===== config.mk =====
export PLATFORM = sky130hd
export DESIGN_NAME = pulse_count_led_programming
export DESIGN_NICKNAME = d
export VERILOG_FILES = /design/src/design/pulse_led_pkg.sv /design/src/design/pulse_count_led_programming.sv
export SDC_FILE = /design/constraint.sdc
export NUM_CORES = 1
export LEC_CHECK = 0
export BUFFER_PORTS_ARGS = -buffer_cell sky130_fd_sc_hd__buf_2
export CAP_MARGIN = 20
export CORE_MARGIN = 4
export CORE_UTILIZATION = 62
export DETAILED_ROUTE_END_ITERATION = 8
export GPL_ROUTABILITY_DRIVEN = 0
export PLACE_DENSITY = 0.8
export RECOVER_POWER = 100
export SETUP_SLACK_MARGIN = 0.3
export SYNTH_ARGS = -nofsm -noshare
export SYNTH_HDL_FRONTEND = slang
export SYNTH_SLANG_ARGS = --single-unit

===== constraint.sdc =====
create_clock -name CLK -period 3 [get_ports CLK]
set_input_delay 0.45 -clock CLK [delete_from_list [all_inputs] [get_ports CLK]]
set_output_delay 0.45 -clock CLK [all_outputs]
set_load 0.005 [all_outputs]

===== src/design/pulse_led_pkg.sv =====
// Package with constants and types for the pulse-count LED programming block
`default_nettype none
package pulse_led_pkg;
    localparam int CLK_MHZ = 100;
    localparam int GLITCH_NS = 200;
    localparam int GLITCH_CYC = (GLITCH_NS * CLK_MHZ + 999) / 1000;
    localparam int OFF_US = 1500;
    localparam int OFF_CYC = OFF_US * CLK_MHZ;
    localparam int PWRDN_US = 1000;
    localparam int PWRDN_CYC = PWRDN_US * CLK_MHZ;
    localparam int GAP_US = 1000;
    localparam int GAP_CYC = GAP_US * CLK_MHZ;
    localparam int BURST_END_US = 100;
    localparam int BURST_END_CYC = BURST_END_US * CLK_MHZ;
    localparam int FILTER_US = 400;
    localparam int FILTER_CYC = FILTER_US * CLK_MHZ;
    localparam int SETUP_US = 10;
    localparam int SETUP_CYC = SETUP_US * CLK_MHZ;
    localparam int NUM_REGS = 6;
    localparam int REG_W = 4;
    localparam int CNT_W = 5;
    localparam int TMR_W = 24;
    localparam logic [2:0] ADDR_LOCK = 3'h6;
    localparam int RANGE_BIT = 3;
    localparam int BANK_A_BIT = 2;
    localparam int BANK_B_BIT = 1;
    localparam int BANK_C_BIT = 0;

    // Pump ratio, one-hot
    typedef enum logic [3:0] {
        RATIO_1X = 4'h1,
        RATIO_1P33X = 4'h2,
        RATIO_1P5X = 4'h4,
        RATIO_2X = 4'h8
    } ratio_t;

    // Link state, one-hot
    typedef enum logic [5:0] {
        ST_OFF = 6'h01,
        ST_INIT = 6'h02,
        ST_ADDR = 6'h04,
        ST_GAP = 6'h08,
        ST_DATA = 6'h10,
        ST_PWRDN = 6'h20
    } link_state_t;

    // Settings handed to the analog side
    typedef struct packed {
        logic current_range_select;
        logic bank_a_on;
        logic bank_b_on;
        logic bank_c_on;
        logic [3:0] global_current;
        logic [3:0] bank_a_current;
        logic [3:0] bank_b_current;
        logic [3:0] bank_c_current;
        logic unity_return_lock;
    } led_settings_t;
endpackage
`default_nettype wire


===== src/design/pulse_count_led_programming.sv =====
// One-wire pulse-count register programming and pump-ratio sequencing
// Function
// First high enables, all currents zero
// Low 1.5 ms requests shutdown
// Shutdown clears every register
// Current sources off about 1 ms later; code turns them off at shutdown and drops ENABLED after PWRDN_CYCLES
// Shutdown makes LED outputs high impedance
// Undervoltage disables channels, resets registers
// Five 4-bit registers, one 1-bit register; code stores register six as 4 bits and decodes the lock from value 15
// Address burst then separate data burst
// N falling edges select register N
// Host keeps phases 200 ns to 100 us
// Pulses under 200 ns ignored
// Host waits 500-1000 us before data
// No data within 1000 us aborts
// Addressing a register clears it
// Host waits 1.5 ms after data
// Host waits 2 ms after failure
// Await address; host allows 10 us setup
// Host waits 2 ms if idle
// Pump starts and stays at 1x
// Lost regulation steps to 1.33x after filter
// Then 1.5x, 2x, same delay
// Unity sufficient returns directly to 1x
// Data N stores (16-N) mod 16
// Register one: range and bank enables
// Register six: one pulse sets lock
// Addressing register six restarts pump at 1x
// Line synchronised, durations counted by clock
`timescale 1ns/1ps
`default_nettype none
module pulse_count_led_programming #(
    parameter int OFF_CYCLES = pulse_led_pkg::OFF_CYC,
    parameter int PWRDN_CYCLES = pulse_led_pkg::PWRDN_CYC,
    parameter int GAP_CYCLES = pulse_led_pkg::GAP_CYC,
    parameter int BURST_END_CYCLES = pulse_led_pkg::BURST_END_CYC,
    parameter int FILTER_CYCLES = pulse_led_pkg::FILTER_CYC,
    parameter int SETUP_CYCLES = pulse_led_pkg::SETUP_CYC
) (
    input wire logic CLK,
    input wire logic RESETN,
    input wire logic EN_SET,
    input wire logic SUPPLY_LOW_LOCKOUT,
    input wire logic REGULATION_LOST,
    input wire logic UNITY_SUFFICIENT,
    output pulse_led_pkg::led_settings_t SETTINGS,
    output logic ENABLED,
    output logic SOURCES_ON,
    output logic LED_HIGH_Z,
    output pulse_led_pkg::ratio_t PUMP_RATIO
);
    localparam int TW = pulse_led_pkg::TMR_W;
    localparam int CW = pulse_led_pkg::CNT_W;
    localparam int RW = pulse_led_pkg::REG_W;

    // Four-bit value stored for a burst of n pulses
    function automatic logic [3:0] pulse_value(input logic [CW-1:0] n);
        logic [CW-1:0] v;
        v = 5'h10 - n;
        return v[RW-1:0];
    endfunction

    logic sync1;
    logic sync2;
    logic line;
    logic line_prev;
    logic [TW-1:0] glitch_cnt;
    logic [TW-1:0] low_cnt;
    logic [TW-1:0] timer;
    logic [TW-1:0] filt_cnt;
    logic [CW-1:0] edge_cnt;
    logic [2:0] addr;
    logic [RW-1:0] regs [1:pulse_led_pkg::NUM_REGS];
    logic lock_bit;
    logic fall;
    logic rise;
    logic long_low;
    logic pump_restart;
    pulse_led_pkg::link_state_t state;

    // Two-stage synchroniser on the control line
    always_ff @(posedge CLK or negedge RESETN)
    begin
        if (!RESETN)
        begin
            sync1 <= 1'b0;
            sync2 <= 1'b0;
        end
        else
        begin
            sync1 <= EN_SET;
            sync2 <= sync1;
        end
    end

    // Deglitch: accept a new level only after it holds 200 ns
    always_ff @(posedge CLK or negedge RESETN)
    begin
        if (!RESETN)
        begin
            line <= 1'b0;
            glitch_cnt <= '0;
        end
        else if (sync2 == line)
            glitch_cnt <= '0;
        else if (glitch_cnt >= TW'(pulse_led_pkg::GLITCH_CYC - 1))
        begin
            line <= sync2;
            glitch_cnt <= '0;
        end
        else
            glitch_cnt <= glitch_cnt + 1'b1;
    end

    // Edge detect on the filtered line
    always_ff @(posedge CLK or negedge RESETN)
    begin
        if (!RESETN)
            line_prev <= 1'b0;
        else
            line_prev <= line;
    end
    assign fall = line_prev & ~line;
    assign rise = ~line_prev & line;

    // Continuous low time, for shutdown detection
    always_ff @(posedge CLK or negedge RESETN)
    begin
        if (!RESETN)
            low_cnt <= '0;
        else if (line)
            low_cnt <= '0;
        else if (low_cnt < TW'(OFF_CYCLES))
            low_cnt <= low_cnt + 1'b1;
    end
    assign long_low = (low_cnt >= TW'(OFF_CYCLES)) && state != pulse_led_pkg::ST_OFF
        && state != pulse_led_pkg::ST_PWRDN;

    // Link state machine and its timer
    always_ff @(posedge CLK or negedge RESETN)
    begin
        if (!RESETN)
        begin
            state <= pulse_led_pkg::ST_OFF;
            timer <= '0;
            edge_cnt <= '0;
            addr <= '0;
        end
        else if (SUPPLY_LOW_LOCKOUT)
        begin
            state <= pulse_led_pkg::ST_OFF;
            timer <= '0;
            edge_cnt <= '0;
        end
        else if (long_low)
        begin
            state <= pulse_led_pkg::ST_PWRDN;
            timer <= '0;
            edge_cnt <= '0;
        end
        else
        begin
            case (state)
                pulse_led_pkg::ST_OFF:
                    if (rise)
                    begin
                        state <= pulse_led_pkg::ST_INIT;
                        timer <= '0;
                    end
                pulse_led_pkg::ST_INIT:
                    if (timer >= TW'(SETUP_CYCLES - 1))
                    begin
                        state <= pulse_led_pkg::ST_ADDR;
                        timer <= '0;
                        edge_cnt <= '0;
                    end
                    else
                        timer <= timer + 1'b1;
                pulse_led_pkg::ST_ADDR:
                    if (fall)
                    begin
                        edge_cnt <= (edge_cnt == CW'(pulse_led_pkg::NUM_REGS))
                            ? edge_cnt : edge_cnt + 1'b1;
                        timer <= '0;
                    end
                    else if (line && edge_cnt != '0)
                    begin
                        if (timer >= TW'(BURST_END_CYCLES - 1))
                        begin
                            state <= pulse_led_pkg::ST_GAP;
                            addr <= edge_cnt[2:0];
                            edge_cnt <= '0;
                            timer <= '0;
                        end
                        else
                            timer <= timer + 1'b1;
                    end
                pulse_led_pkg::ST_GAP:
                    if (fall)
                    begin
                        state <= pulse_led_pkg::ST_DATA;
                        edge_cnt <= 5'h01;
                        timer <= '0;
                    end
                    else if (timer >= TW'(GAP_CYCLES - 1))
                    begin
                        state <= pulse_led_pkg::ST_ADDR;
                        timer <= '0;
                    end
                    else
                        timer <= timer + 1'b1;
                pulse_led_pkg::ST_DATA:
                    if (fall)
                    begin
                        edge_cnt <= (edge_cnt == 5'h10) ? edge_cnt : edge_cnt + 1'b1;
                        timer <= '0;
                    end
                    else if (line && timer >= TW'(BURST_END_CYCLES - 1))
                    begin
                        state <= pulse_led_pkg::ST_ADDR;
                        edge_cnt <= '0;
                        timer <= '0;
                    end
                    else if (line)
                        timer <= timer + 1'b1;
                pulse_led_pkg::ST_PWRDN:
                    if (timer >= TW'(PWRDN_CYCLES - 1))
                        state <= pulse_led_pkg::ST_OFF;
                    else
                        timer <= timer + 1'b1;
                default:
                    state <= pulse_led_pkg::ST_OFF;
            endcase
        end
    end

    // Register file: cleared on select, written at burst end
    for (genvar i = 1; i <= pulse_led_pkg::NUM_REGS; i++)
    begin : g_reg
        always_ff @(posedge CLK or negedge RESETN)
        begin
            if (!RESETN)
                regs[i] <= '0;
            else if (SUPPLY_LOW_LOCKOUT || long_low || state == pulse_led_pkg::ST_OFF)
                regs[i] <= '0;
            else if (state == pulse_led_pkg::ST_ADDR && line && edge_cnt == CW'(i)
                && timer >= TW'(BURST_END_CYCLES - 1))
                regs[i] <= '0;
            else if (state == pulse_led_pkg::ST_DATA && addr == 3'(i) && line && !fall
                && timer >= TW'(BURST_END_CYCLES - 1))
                regs[i] <= pulse_value(edge_cnt);
        end
    end

    // Register six keeps four bits; lock is decoded from value 15, which a single pulse stores
    assign lock_bit = (regs[pulse_led_pkg::NUM_REGS] == 4'hF);

    // Settings outputs
    always_comb
    begin
        SETTINGS.current_range_select = regs[1][pulse_led_pkg::RANGE_BIT];
        SETTINGS.bank_a_on = regs[1][pulse_led_pkg::BANK_A_BIT];
        SETTINGS.bank_b_on = regs[1][pulse_led_pkg::BANK_B_BIT];
        SETTINGS.bank_c_on = regs[1][pulse_led_pkg::BANK_C_BIT];
        SETTINGS.global_current = regs[2];
        SETTINGS.bank_a_current = regs[3];
        SETTINGS.bank_b_current = regs[4];
        SETTINGS.bank_c_current = regs[5];
        SETTINGS.unity_return_lock = lock_bit;
    end

    // Enable and output status
    assign ENABLED = state != pulse_led_pkg::ST_OFF;
    assign SOURCES_ON = ENABLED && state != pulse_led_pkg::ST_PWRDN && !SUPPLY_LOW_LOCKOUT;
    assign LED_HIGH_Z = !SOURCES_ON;

    // Pump restart when register six is selected
    assign pump_restart = state == pulse_led_pkg::ST_ADDR && line
        && edge_cnt == CW'(pulse_led_pkg::ADDR_LOCK) && timer >= TW'(BURST_END_CYCLES - 1);

    // Pump ratio sequencer with filter delay
    always_ff @(posedge CLK or negedge RESETN)
    begin
        if (!RESETN)
        begin
            PUMP_RATIO <= pulse_led_pkg::RATIO_1X;
            filt_cnt <= '0;
        end
        else if (!SOURCES_ON || pump_restart)
        begin
            PUMP_RATIO <= pulse_led_pkg::RATIO_1X;
            filt_cnt <= '0;
        end
        else if (UNITY_SUFFICIENT && !lock_bit && PUMP_RATIO != pulse_led_pkg::RATIO_1X)
        begin
            PUMP_RATIO <= pulse_led_pkg::RATIO_1X;
            filt_cnt <= '0;
        end
        else if (REGULATION_LOST && PUMP_RATIO != pulse_led_pkg::RATIO_2X)
        begin
            if (filt_cnt >= TW'(FILTER_CYCLES - 1))
            begin
                filt_cnt <= '0;
                case (PUMP_RATIO)
                    pulse_led_pkg::RATIO_1X: PUMP_RATIO <= pulse_led_pkg::RATIO_1P33X;
                    pulse_led_pkg::RATIO_1P33X: PUMP_RATIO <= pulse_led_pkg::RATIO_1P5X;
                    pulse_led_pkg::RATIO_1P5X: PUMP_RATIO <= pulse_led_pkg::RATIO_2X;
                    default: PUMP_RATIO <= pulse_led_pkg::RATIO_2X;
                endcase
            end
            else
                filt_cnt <= filt_cnt + 1'b1;
        end
        else
            filt_cnt <= '0;
    end
endmodule
`default_nettype wire


==> key figures, run 1 <==
Synth
  – Flops & latches, synth: 142
  – Post-synth EDFFs: 0
  – Ranking of synthesized cells by area: dfrtp_1, nor2_1, nand2_1, mux2i_1, buf_4
  – Yosys top cell area share: between 40% and 50%
  – Unique cell type count in the Yosys netlist: 78
  – Share of flip-flops with an asynchronous set or reset: 100%
  – Ys flop type: dfrtp_1
  – Yosys warns: 0
  – Top cells by count, synth: dfrtp_1, nor2_1, nand2_1
  – Count leader, synth: dfrtp_1
  – Post-synthesis sequential area ratio: between 50% and 60%
  – Mean Syn Cell Area: 10.3 um^2
  – Mapped Area: between 7000 and 8000 um^2
  – Yosys top cell by area: dfrtp_1
  – Post-Synthesis Cells: 687

Drt
  – Drt initial violations: around 460
  – Routed WL per cell: 16.3 um
  – Post-DR vias/cell: just under 6
  – Post-route ant nets: 0
  – # DRC: 0
  – DRT Pass-1 Iters: 6
  – Via count: roughly 5300
  – WL final: about 15000 um

Critical path
  – Cell Chain, Critical Path: nor3_1 > and3_1 > inv_1 > a21oi_1 > a31oi_1 > clkbuf_2 > nor4_1 > buf_4 > mux2_2
  – Reg2reg end: addr[0]
  – Crit path from: state[1]
  – Slowest Stage Delay on Critical Path: around 0.48 ns
  – CP delay by family, top: simple AND/OR/NAND/NOR gates
  – Worst EP required: 3.30 ns
  – Startpoint Class: flop
  – Worst R2R Path Depth: 9
  – Crit path capture type: flop
  – Worst Path Arrival: roughly 3.0 ns
  – Worst r2r src: state[1]
  – Crit path kind: flop to flop
  – Crit path max-delay cell type: dfrtp_1
  – Crit path max fanout: 10
  – Worst R2R Setup Slack: 0.30 ns
  – Buf/Inv on CP: 3

Global routing
  – Largest net degree at the start of global routing: 65
  – First-pass GRT wire length: 25100 um
  – Initial antenna violation count: 0
  – Tot GR Track Use: between 20% and 30%
  – Grt ovf: 0
  – Vias in the first global route: ~5200

Floorplanning
  – Starting Density: around 64%
  – Die Wd: approximately 110 um
  – Core Footprint: 11000 um^2
  – Die area: approximately 13000 um^2
  – Die Span Y: approximately 110 um
  – Number of I/O pins: 34
  – FP Rows: 38

Place
  – Cell Area, Placed: 7340 um^2
  – HPWL after DPL: 9850 um
  – Post-Place Worst Slack: around 0.22 ns
  – Port buffer count: 33

CTS
  – CTS buffer count: 17
  – CTS Sinks: 142
  – CTS H-tree lvls: 4
  – CTS Root Cell: clkbuf_16
  – CTS tree: yes
  – CTS max path bufs: 2
  – CTS clock-pin slew for the worst setup and hold paths: approximately 0.060 ns
  – Skew-Pair Late Insertion Delay: between 0.4 and 0.5 ns

Finish
  – Layout Nets: between 700 and 800
  – Fin area: a little under 8000 um^2
  – Area Growth Syn to Fin: 12.1%
  – Final antenna diode count: 0
  – Fraction of layout cells with a size suffix above 1: between 10 and 15%
  – Final Core Density: around 70%

STA
  – Slew Viols, Final: 0
  – Final min period: between 2 and 3 ns
  – Setup tns final: 0 ns
  – Worst slew margin: approximately 3%
  – RSZ-0062 raised after global routing: true
  – Post-route setup slack: around 0.3 ns
  – Slew of the pin with the lowest slew margin: 1.45 ns
  – Fin. Hold Viols: 0
  – # setup viols final: 0
  – Max Fclk: approximately 0.37 GHz
  – Final Cycle Share: between 90% and 100%
  – Final Skew: around 0.010 ns

Power and ir drop
  – Worst vdd ir: roughly 0.5 mV
  – Power Density: 520 nW/um^2
  – Tot Pwr: 4130 uW
  – Static Leak: around 0.0035 uW

Min path
  – WHS Path Cells: 1
  – Hold Path Sink: sync1
  – Hold path start: EN_SET
  – Tightest Hold Check Type: input pin to flop

Run
  – MaxCap Viol Count: 0

Outcome
  – Status: completed
-- placed cells by master (no fill, tap or decap), drive strengths merged, types with 4 or more instances in the layout --
cell	Yosys	layout
dfrtp	140	140
nor2	91	91
nand2	59	59
clkbuf	17	41
buf	28	38
nand3	34	34
conb	1	27
mux2i	21	21
a21oi	19	19
xor2	18	18
nor4	18	18
inv	16	17
o21ai	17	17
xnor2	16	16
o31ai	15	15
nor3	15	15
and3	12	12
nand4	12	12
or3	12	12
o2bb2a	11	11
and2	11	11
nor2b	10	10
a21o	9	9
ha	9	9
nand2b	6	6
o21bai	6	6
nand3b	5	5
a31oi	5	5
or2	5	5
clkinv	0	5
o2bb2ai	4	4
nor3b	4	4
-- routing by layer --
| layer | up-vias | global-route usage, % | part of all wire [%] |
|---|---|---|---|
| li1 | 2510 | - | - |
| met1 | 2600 | 31.4 | 44 |
| met2 | 179 | 37.8 | 48 |
| met3 | 39 | 5.58 | 5.4 |
| met4 | 0 | 11.2 | 2.9 |
| met5 | - | 0 | 0 |
-- worst max path at each step --
stage,end,slack (ns),depth (start not counted)
floorplan,filt_cnt[9],0.57,9
global placement,filt_cnt[6],0.36,8
detailed placement,timer[10],0.22,7
CTS,SETTINGS[12],0.27,9
global route,addr[2],0.16,9
finish,addr[0],0.30,9
-- timing repair --
item                                    CTS  global route
endpoints found under the setup margin   32            69
pin swaps                                 2            15
hold endpoints to repair                  3             0
hold buffers                              1             0
setup buffers                             5             7
gates resized for setup                   1            16
-- metrics by stage --
step / hold WS (ns) / cells
after floorplan: 0.154 / 713
after global placement: 0.333 / 853
after detailed placement: 0.340 / 853
after CTS: 0.122 / 891
after global routing: 0.122 / 898
final: 0.134 / 898
-- flip-flops by register name (all words and copies together) (netlist names) --
name / flops
sync1: 1
edge_cnt: 5
glitch_cnt: 24
regs: 4
filt_cnt: 24
SETTINGS: 20
state: 6
timer: 24
low_cnt: 24
sync2: 1
line_prev: 1
PUMP_RATIO: 4
line: 1
addr: 3
-- power by group --
part	leakage [uW]	switching [uW]	internal (uW)	total [uW]
Combinational	0.00130	160	73.7	234
Sequential	0.00190	22.5	1950	1970
Clock	0.000260	765	1160	1920
-- final cells by class --
type,instances,area (um^2)
clock buffers,22,454
clock inverters,10,93.8
fillers,785,3090
inverters,16,60.1
multi-input cells,510,3250
flip-flops and latches,142,3560
well taps,140,175
repair buffers,58,353
-- cells by family after synthesis --
kind of cell,Yosys count,share of synthesized area (%)
simple gates,305,23.5
flops,142,50.2
compound gates,111,12.0
buf+inv,61,5.05
xor+xnor,34,4.20
mux,24,3.44
fa+ha+maj,9,1.59
other cells,1,0.0529
Note: power is estimated with default switching activity, not from simulation.
==> run 2, diff against run 1 <==
--- a/constraint.sdc
+++ b/constraint.sdc
@@ -3,2 +3,2 @@
 set_output_delay 0.45 -clock CLK [all_outputs]
-set_load 0.005 [all_outputs]
+set_load 0.05 [all_outputs]
==> run 2 against run 1 <==
Core utilization increased by 0.77 points. Clock skew is essentially flat. Clock power rose by 15%. Setup slack worse by 0.055 ns. Power is 7.2% higher. Flip-flop and latch count did not move. Sequential power hardly changed. Via count decreased by 0.98%. First-iteration DRC count is 4.4% lower. Register-to-register slack got worse by 0.06 ns. Die area stayed put. Largest power group is now clock.
==> key figures, run 2 (synthesized netlist as in run 1, its figures left out) <==
Outcome
  – Status: completed

CTS
  – CTS tree: yes
  – CTS Sinks: 142 (unchanged)
  – CTS Root Cell: clkbuf_16
  – CTS H-tree lvls: 4 (unchanged)
  – CTS buffer count: 17 (unchanged)
  – CTS clock-pin slew for the worst setup and hold paths: 0.06 ns (about the same)
  – CTS max path bufs: 2 (unchanged)
  – Skew-Pair Late Insertion Delay: 0.42 ns (about the same)

Finish
  – Most frequent cells in the layout: dfrtp_1, nor2_1, nand2_1
  – Final Core Density: 72.8% (+0.77 points)
  – Seq. cell area: 3560 um^2 (about the same)
  – Final antenna diode count: 0 (unchanged)
  – Area Growth Syn to Fin: 13.3%
  – Fraction of layout cells with a size suffix above 1: 13.4% (-0.40 points)
  – Layout Nets: 754 (-0.79%)
  – Fillers: 791 (+0.76%)
  – Commonest non-fill, non-tap cell in the layout: dfrtp_1
  – Multi-input logic area: 3330 um^2 (+2.3%)

Global routing
  – Tot GR Track Use: 24.1% (+0.22 points)
  – Vias in the first global route: 5266 (+1.2%)
  – Met2 usage: 41.4% (+3.6 points)
  – Met1 usage: 30.0% (-1.4 points)
  – Met3 usage: 6.11% (+0.53 points)
  – Initial antenna violation count: 0 (unchanged)
  – Largest net degree at the start of global routing: 59 (-9.2%)
  – Grt ovf: 0 (unchanged)
  – Layer with the highest usage: met2
  – First-pass GRT wire length: 25200 um (+0.47%)

Run
  – MaxCap Viol Count: 0 (unchanged)

Critical path
  – Cell Chain, Critical Path: nor3_2 > and3_1 > inv_4 > a21oi_1 > a31oi_1 > clkbuf_1 > nor4_2 > mux2_2
  – Crit path max-delay cell type: nor4_2
  – Worst Path Arrival: 3.06 ns (+0.06 ns)
  – Slowest Stage Delay on Critical Path: 0.51 ns (+0.03 ns)
  – Startpoint Class: flop
  – Crit path capture type: flop
  – Worst R2R Setup Slack: 0.24 ns (-0.06 ns)
  – Worst EP required: 3.30 ns (about the same)
  – Crit path max fanout: 10 (unchanged)
  – Crit path kind: flop to flop

Drt
  – Via count: 5276 (-0.98%)
  – # DRC: 0 (unchanged)
  – Post-DR vias/cell: 5.92 (-0.20%)
  – WL final: 14900 um (+1.5%)
  – DRT Pass-1 Iters: 5 (-1)
  – Drt initial violations: 435 (-4.4%)
  – Routed WL per cell: 16.7 um (+2.3%)
  – Post-route ant nets: 0 (unchanged)

STA
  – # setup viols final: 0 (unchanged)
  – Slew Viols, Final: 0 (unchanged)
  – Hold WS: 0.142 ns (+0.00864 ns)
  – Worst slew margin: 2.11% (-0.98 points)
  – Post-route setup slack: 0.241 ns (-0.0554 ns)
  – Setup tns final: 0 ns (unchanged)
  – RSZ-0062 raised after global routing: true
  – Final Skew: 0.0105 ns (+0.000451 ns)
  – Fin. Hold Viols: 0 (unchanged)
  – Final min period: 2.76 ns (+0.0554 ns)
  – Max Fclk: 0.362 GHz (-2.0%)
  – Slew of the pin with the lowest slew margin: 1.47 ns (+0.0148 ns)
  – Final Cycle Share: 92.0% (+1.8 points)

Floorplanning
  – Core Footprint: 11000 um^2 (unchanged)
  – Number of I/O pins: 34 (unchanged)
  – Starting Density: 64.3% (unchanged)
  – Die area: 13200 um^2 (unchanged)
  – Die Span Y: 115 um (unchanged)
  – FP Rows: 38 (unchanged)
  – Die Wd: 115 um (unchanged)

Place
  – Post-Place Worst Slack: 0.203 ns (-0.0202 ns)
  – Port buffer count: 33 (unchanged)
  – HPWL after DPL: 9850 um (about the same)

Power and ir drop
  – Net Switching: 1010 uW (+7.0%)
  – Net Sw Frac: 22.9% (-0.053 points)
  – Int Power: 3410 uW (+7.3%)
  – Worst vdd ir: 0.740 mV (+46%)
  – Static Leak: 0.00340 uW (-1.8%)
  – Clock power share: 49.8% (+3.2 points)
  – Sequential power share: 44.5% (-3.2 points)
  – Power Density: 551 nW/um^2 (+6.1%)
  – Gate power share: 5.7% (about the same)

Min path
  – Tightest Hold Check Type: input pin to flop
[run 2: metrics by stage]
step                      power [uW]  cells  instance area (um^2)
final                           4430    891                  8030
after global routing            4580    891                  8030
after CTS                       4460    886                  8010
after detailed placement        2260    854                  7360
after global placement          2250    854                  7360
after floorplan                 2160    713                  7210
[run 2: routing by layer]
layer / wire length (um) / up-vias
li1: - / 2494
met1: 6230 / 2622
met2: 7670 / 134
met3: 746 / 26
met4: 245 / 0
met5: 0 / -
[run 2: layout make-up]
cell class | count | share of cell area [%]
Inverter | 16 | 0.826
Tap cell | 140 | 2.18
Multi-Input combinational cell | 510 | 41.5
Sequential cell | 142 | 44.3
Clock inverter | 12 | 2.31
Timing Repair Buffer | 52 | 3.54
Clock buffer | 19 | 5.39
[run 2: final timing paths]
kind | from | endpoint | cells past startpoint
setup / recovery | state[1] | addr[0] | 8
min in group asynchronous | RESETN | SETTINGS[18] | 1
hold reg to reg | sync1 | sync2 | 0
hold / removal | EN_SET | sync1 | 1
max in group asynchronous | RESETN | timer[11] | 2
setup reg to reg | state[1] | addr[0] | 8
[run 2: power groups by stage]
stage / sequential [uW] / combinational [uW] / clock [uW]
finish: 1970 / 251 / 2210
CTS: 1970 / 254 / 2240
detailed placement: 2010 / 251 / 0
floorplan: 2010 / 150 / 0
global route: 1970 / 278 / 2330
global placement: 2000 / 245 / 0
[run 2: timing repair]
action,4_1_cts,5_1_grt
hold buffers,0,0
pin swaps,1,7
setup buffers,1,5
endpoints found under the hold margin,0,0
gates resized for setup,4,16
endpoints found under the setup margin,29,66
[run 2: worst max-delay path, delay by kind of cell (launching register included)]
family                 cells  cell delay [ns]
muxes                      1             0.40
DFF                        1             0.48
and+or+nand+nor            3             1.16
AOI/OAI and AO/OA          2             0.22
buffers and inverters      2             0.37
==> run 3, diff against run 2 <==
- BUFFER_PORTS_ARGS: -buffer_cell sky130_fd_sc_hd__buf_2 -> not set
- CORE_UTILIZATION: 62 -> 64
- DONT_BUFFER_PORTS: not set -> 1
- SKIP_CTS_REPAIR_TIMING: not set -> 1
==> run 3 against run 2 <==
The run now ends with hold timing left. Core utilization decreased by 0.50 points. Critical path depth decreased by 2. Cell area decreased by 2.4%. Via count decreased by 0.85%. Combinational power decreased by 17%.
==> key figures, run 3 (synthesized netlist as in run 1, its figures left out) <==
STA
  – Final Cycle Share: 91.2% (-0.81 points)
  – Hold WS: -0.395 ns (-0.537 ns)
  – Fin. Hold Viols: 142 (+142)
  – Slew Viols, Final: 0 (unchanged)
  – Final min period: 2.74 ns (-0.0242 ns)
  – Setup tns final: 0 ns (unchanged)
  – Final Skew: 0.00865 ns (-0.00188 ns)
  – RSZ-0062 raised after global routing: false
  – # setup viols final: 0 (unchanged)
  – Worst slew margin: 23.6% (+22 points)
  – Slew of the pin with the lowest slew margin: 1.15 ns (-0.323 ns)
  – Max Fclk: 0.366 GHz (+0.88%)

Global routing
  – First-pass GRT wire length: 25200 um (-0.30%)
  – Initial antenna violation count: 0 (unchanged)
  – Grt ovf: 0 (unchanged)
  – Vias in the first global route: 5278 (+0.23%)
  – Largest net degree at the start of global routing: 143 (+140%)
  – Tot GR Track Use: 24.6% (+0.47 points)

Finish
  – Most frequent cells in the layout: dfrtp_1, nor2_1, nand2_1
  – Commonest non-fill, non-tap cell in the layout: dfrtp_1
  – Seq. cell area: 3560 um^2 (about the same)
  – Area Growth Syn to Fin: 10.6%
  – Layout Nets: 723 (-4.1%)
  – Fraction of layout cells with a size suffix above 1: 12.3% (-1.1 points)
  – Final Core Density: 72.3% (-0.50 points)
  – Multi-input logic area: 3280 um^2 (-1.4%)
  – Fillers: 742 (-6.2%)
  – Final antenna diode count: 0 (unchanged)

Floorplanning
  – Number of I/O pins: 34 (unchanged)
  – Die Span Y: 113 um (-1.5%)
  – Core Footprint: 10800 um^2 (-1.7%)
  – Starting Density: 65.4% (+1.1 points)
  – FP Rows: 38 (unchanged)
  – Die Wd: 113 um (-1.5%)
  – Die area: 12800 um^2 (-2.9%)

CTS
  – CTS buffer count: 17 (unchanged)
  – CTS tree: yes
  – CTS H-tree lvls: 4 (unchanged)
  – CTS Root Cell: clkbuf_8
  – Skew-Pair Late Insertion Delay: 0.54 ns (+0.12 ns)
  – CTS clock-pin slew for the worst setup and hold paths: 0.06 ns (about the same)
  – CTS max path bufs: 2 (unchanged)
  – CTS Sinks: 142 (unchanged)

Power and ir drop
  – Static Leak: 0.00333 uW (-2.0%)
  – Worst vdd ir: 0.409 mV (-45%)
  – Power Density: 544 nW/um^2 (-1.4%)

Drt
  – DRT Pass-1 Iters: 6 (+1)
  – Drt initial violations: 442 (+1.6%)
  – # DRC: 0 (unchanged)
  – Routed WL per cell: 17.4 um (+3.9%)
  – Via count: 5231 (-0.85%)
  – WL final: 15000 um (+0.42%)
  – Post-DR vias/cell: 6.08 (+2.6%)
  – Post-route ant nets: 0 (unchanged)

Outcome
  – Failing checks: hold timing
  – Status: finished, violations left

Critical path
  – Startpoint Class: flop
  – Worst EP required: 2.55 ns (-0.75 ns)
  – Worst Path Arrival: 2.29 ns (-0.77 ns)
  – Crit path kind: flop to output pin
  – Crit path max fanout: 7 (-3)
  – Crit path capture type: output pin

Place
  – Port buffer count: 0 (-100%)
  – HPWL after DPL: 9810 um (-0.39%)

Run
  – MaxCap Viol Count: 0 (unchanged)

Min path
  – Tightest Hold Check Type: input pin to asynchronous set/reset pin
==> run 3: report_power, final <==
part	internal (uW)	total, uW	leakage [uW]	switching (uW)
registers	1950	1980	0.00189	30.9
clock network	1290	2070	0.000284	777
logic	69.6	209	0.00115	139
total	3310	4260	0.00333	947
==> run 3: per-layer routing <==
metal	vias to the layer above	track usage, %	wire length, um	share of wire, %
met3	44	6.04	851	5.7
met1	2578	30.9	6110	41
met2	193	40.0	7570	51
met4	0	11.9	428	2.9
met5	-	0	0	0
li1	2416	-	-	-
==> run 3: final timing paths <==
check | slack [ns] | startpoint | to | cells past startpoint
worst max-delay path | 0.26 | state[3] | SOURCES_ON | 6
worst min-delay path | -0.39 | RESETN | SETTINGS[9] | 0
worst max register to register | 0.29 | timer[23] | timer[10] | 8
worst min register to register | 0.35 | sync1 | sync2 | 0
max in group asynchronous | 3.11 | RESETN | state[0] | 0
min in group CLK | 0.05 | SUPPLY_LOW_LOCKOUT | state[0] | 2
==> run 3: stage by stage <==
stage | area (um^2) | instances | hold slack [ns] | setup WS [ns] | power, uW
after floorplan | 7210 | 713 | 0.154 | 0.393 | 2160
after global placement | 7170 | 820 | 0.157 | 0.291 | 2200
after detailed placement | 7170 | 820 | 0.158 | 0.199 | 2210
after CTS | 7770 | 852 | -0.416 | 0.130 | 4270
after global routing | 7840 | 861 | -0.422 | 0.160 | 4390
final | 7840 | 861 | -0.395 | 0.265 | 4260
==> run 3: layout make-up <==
cell class,instances,share of cell area (%)
Clock inverter,8,1.34
Tap cell,140,2.23
Multi-Input combinational cell,510,41.9
Sequential cell,142,45.4
Clock buffer,24,6.26
Inverter,16,0.846
Timing Repair Buffer,21,2.01
==> run 3: critical path, cell delays in order (launching register included) <==
cell and delay, ns:
dfrtp_1 0.47, nor3_4 0.25, and3_1 0.31, inv_4 0.14, nand3_4 0.23, clkinvlp_4 0.14
buf_4 0.20
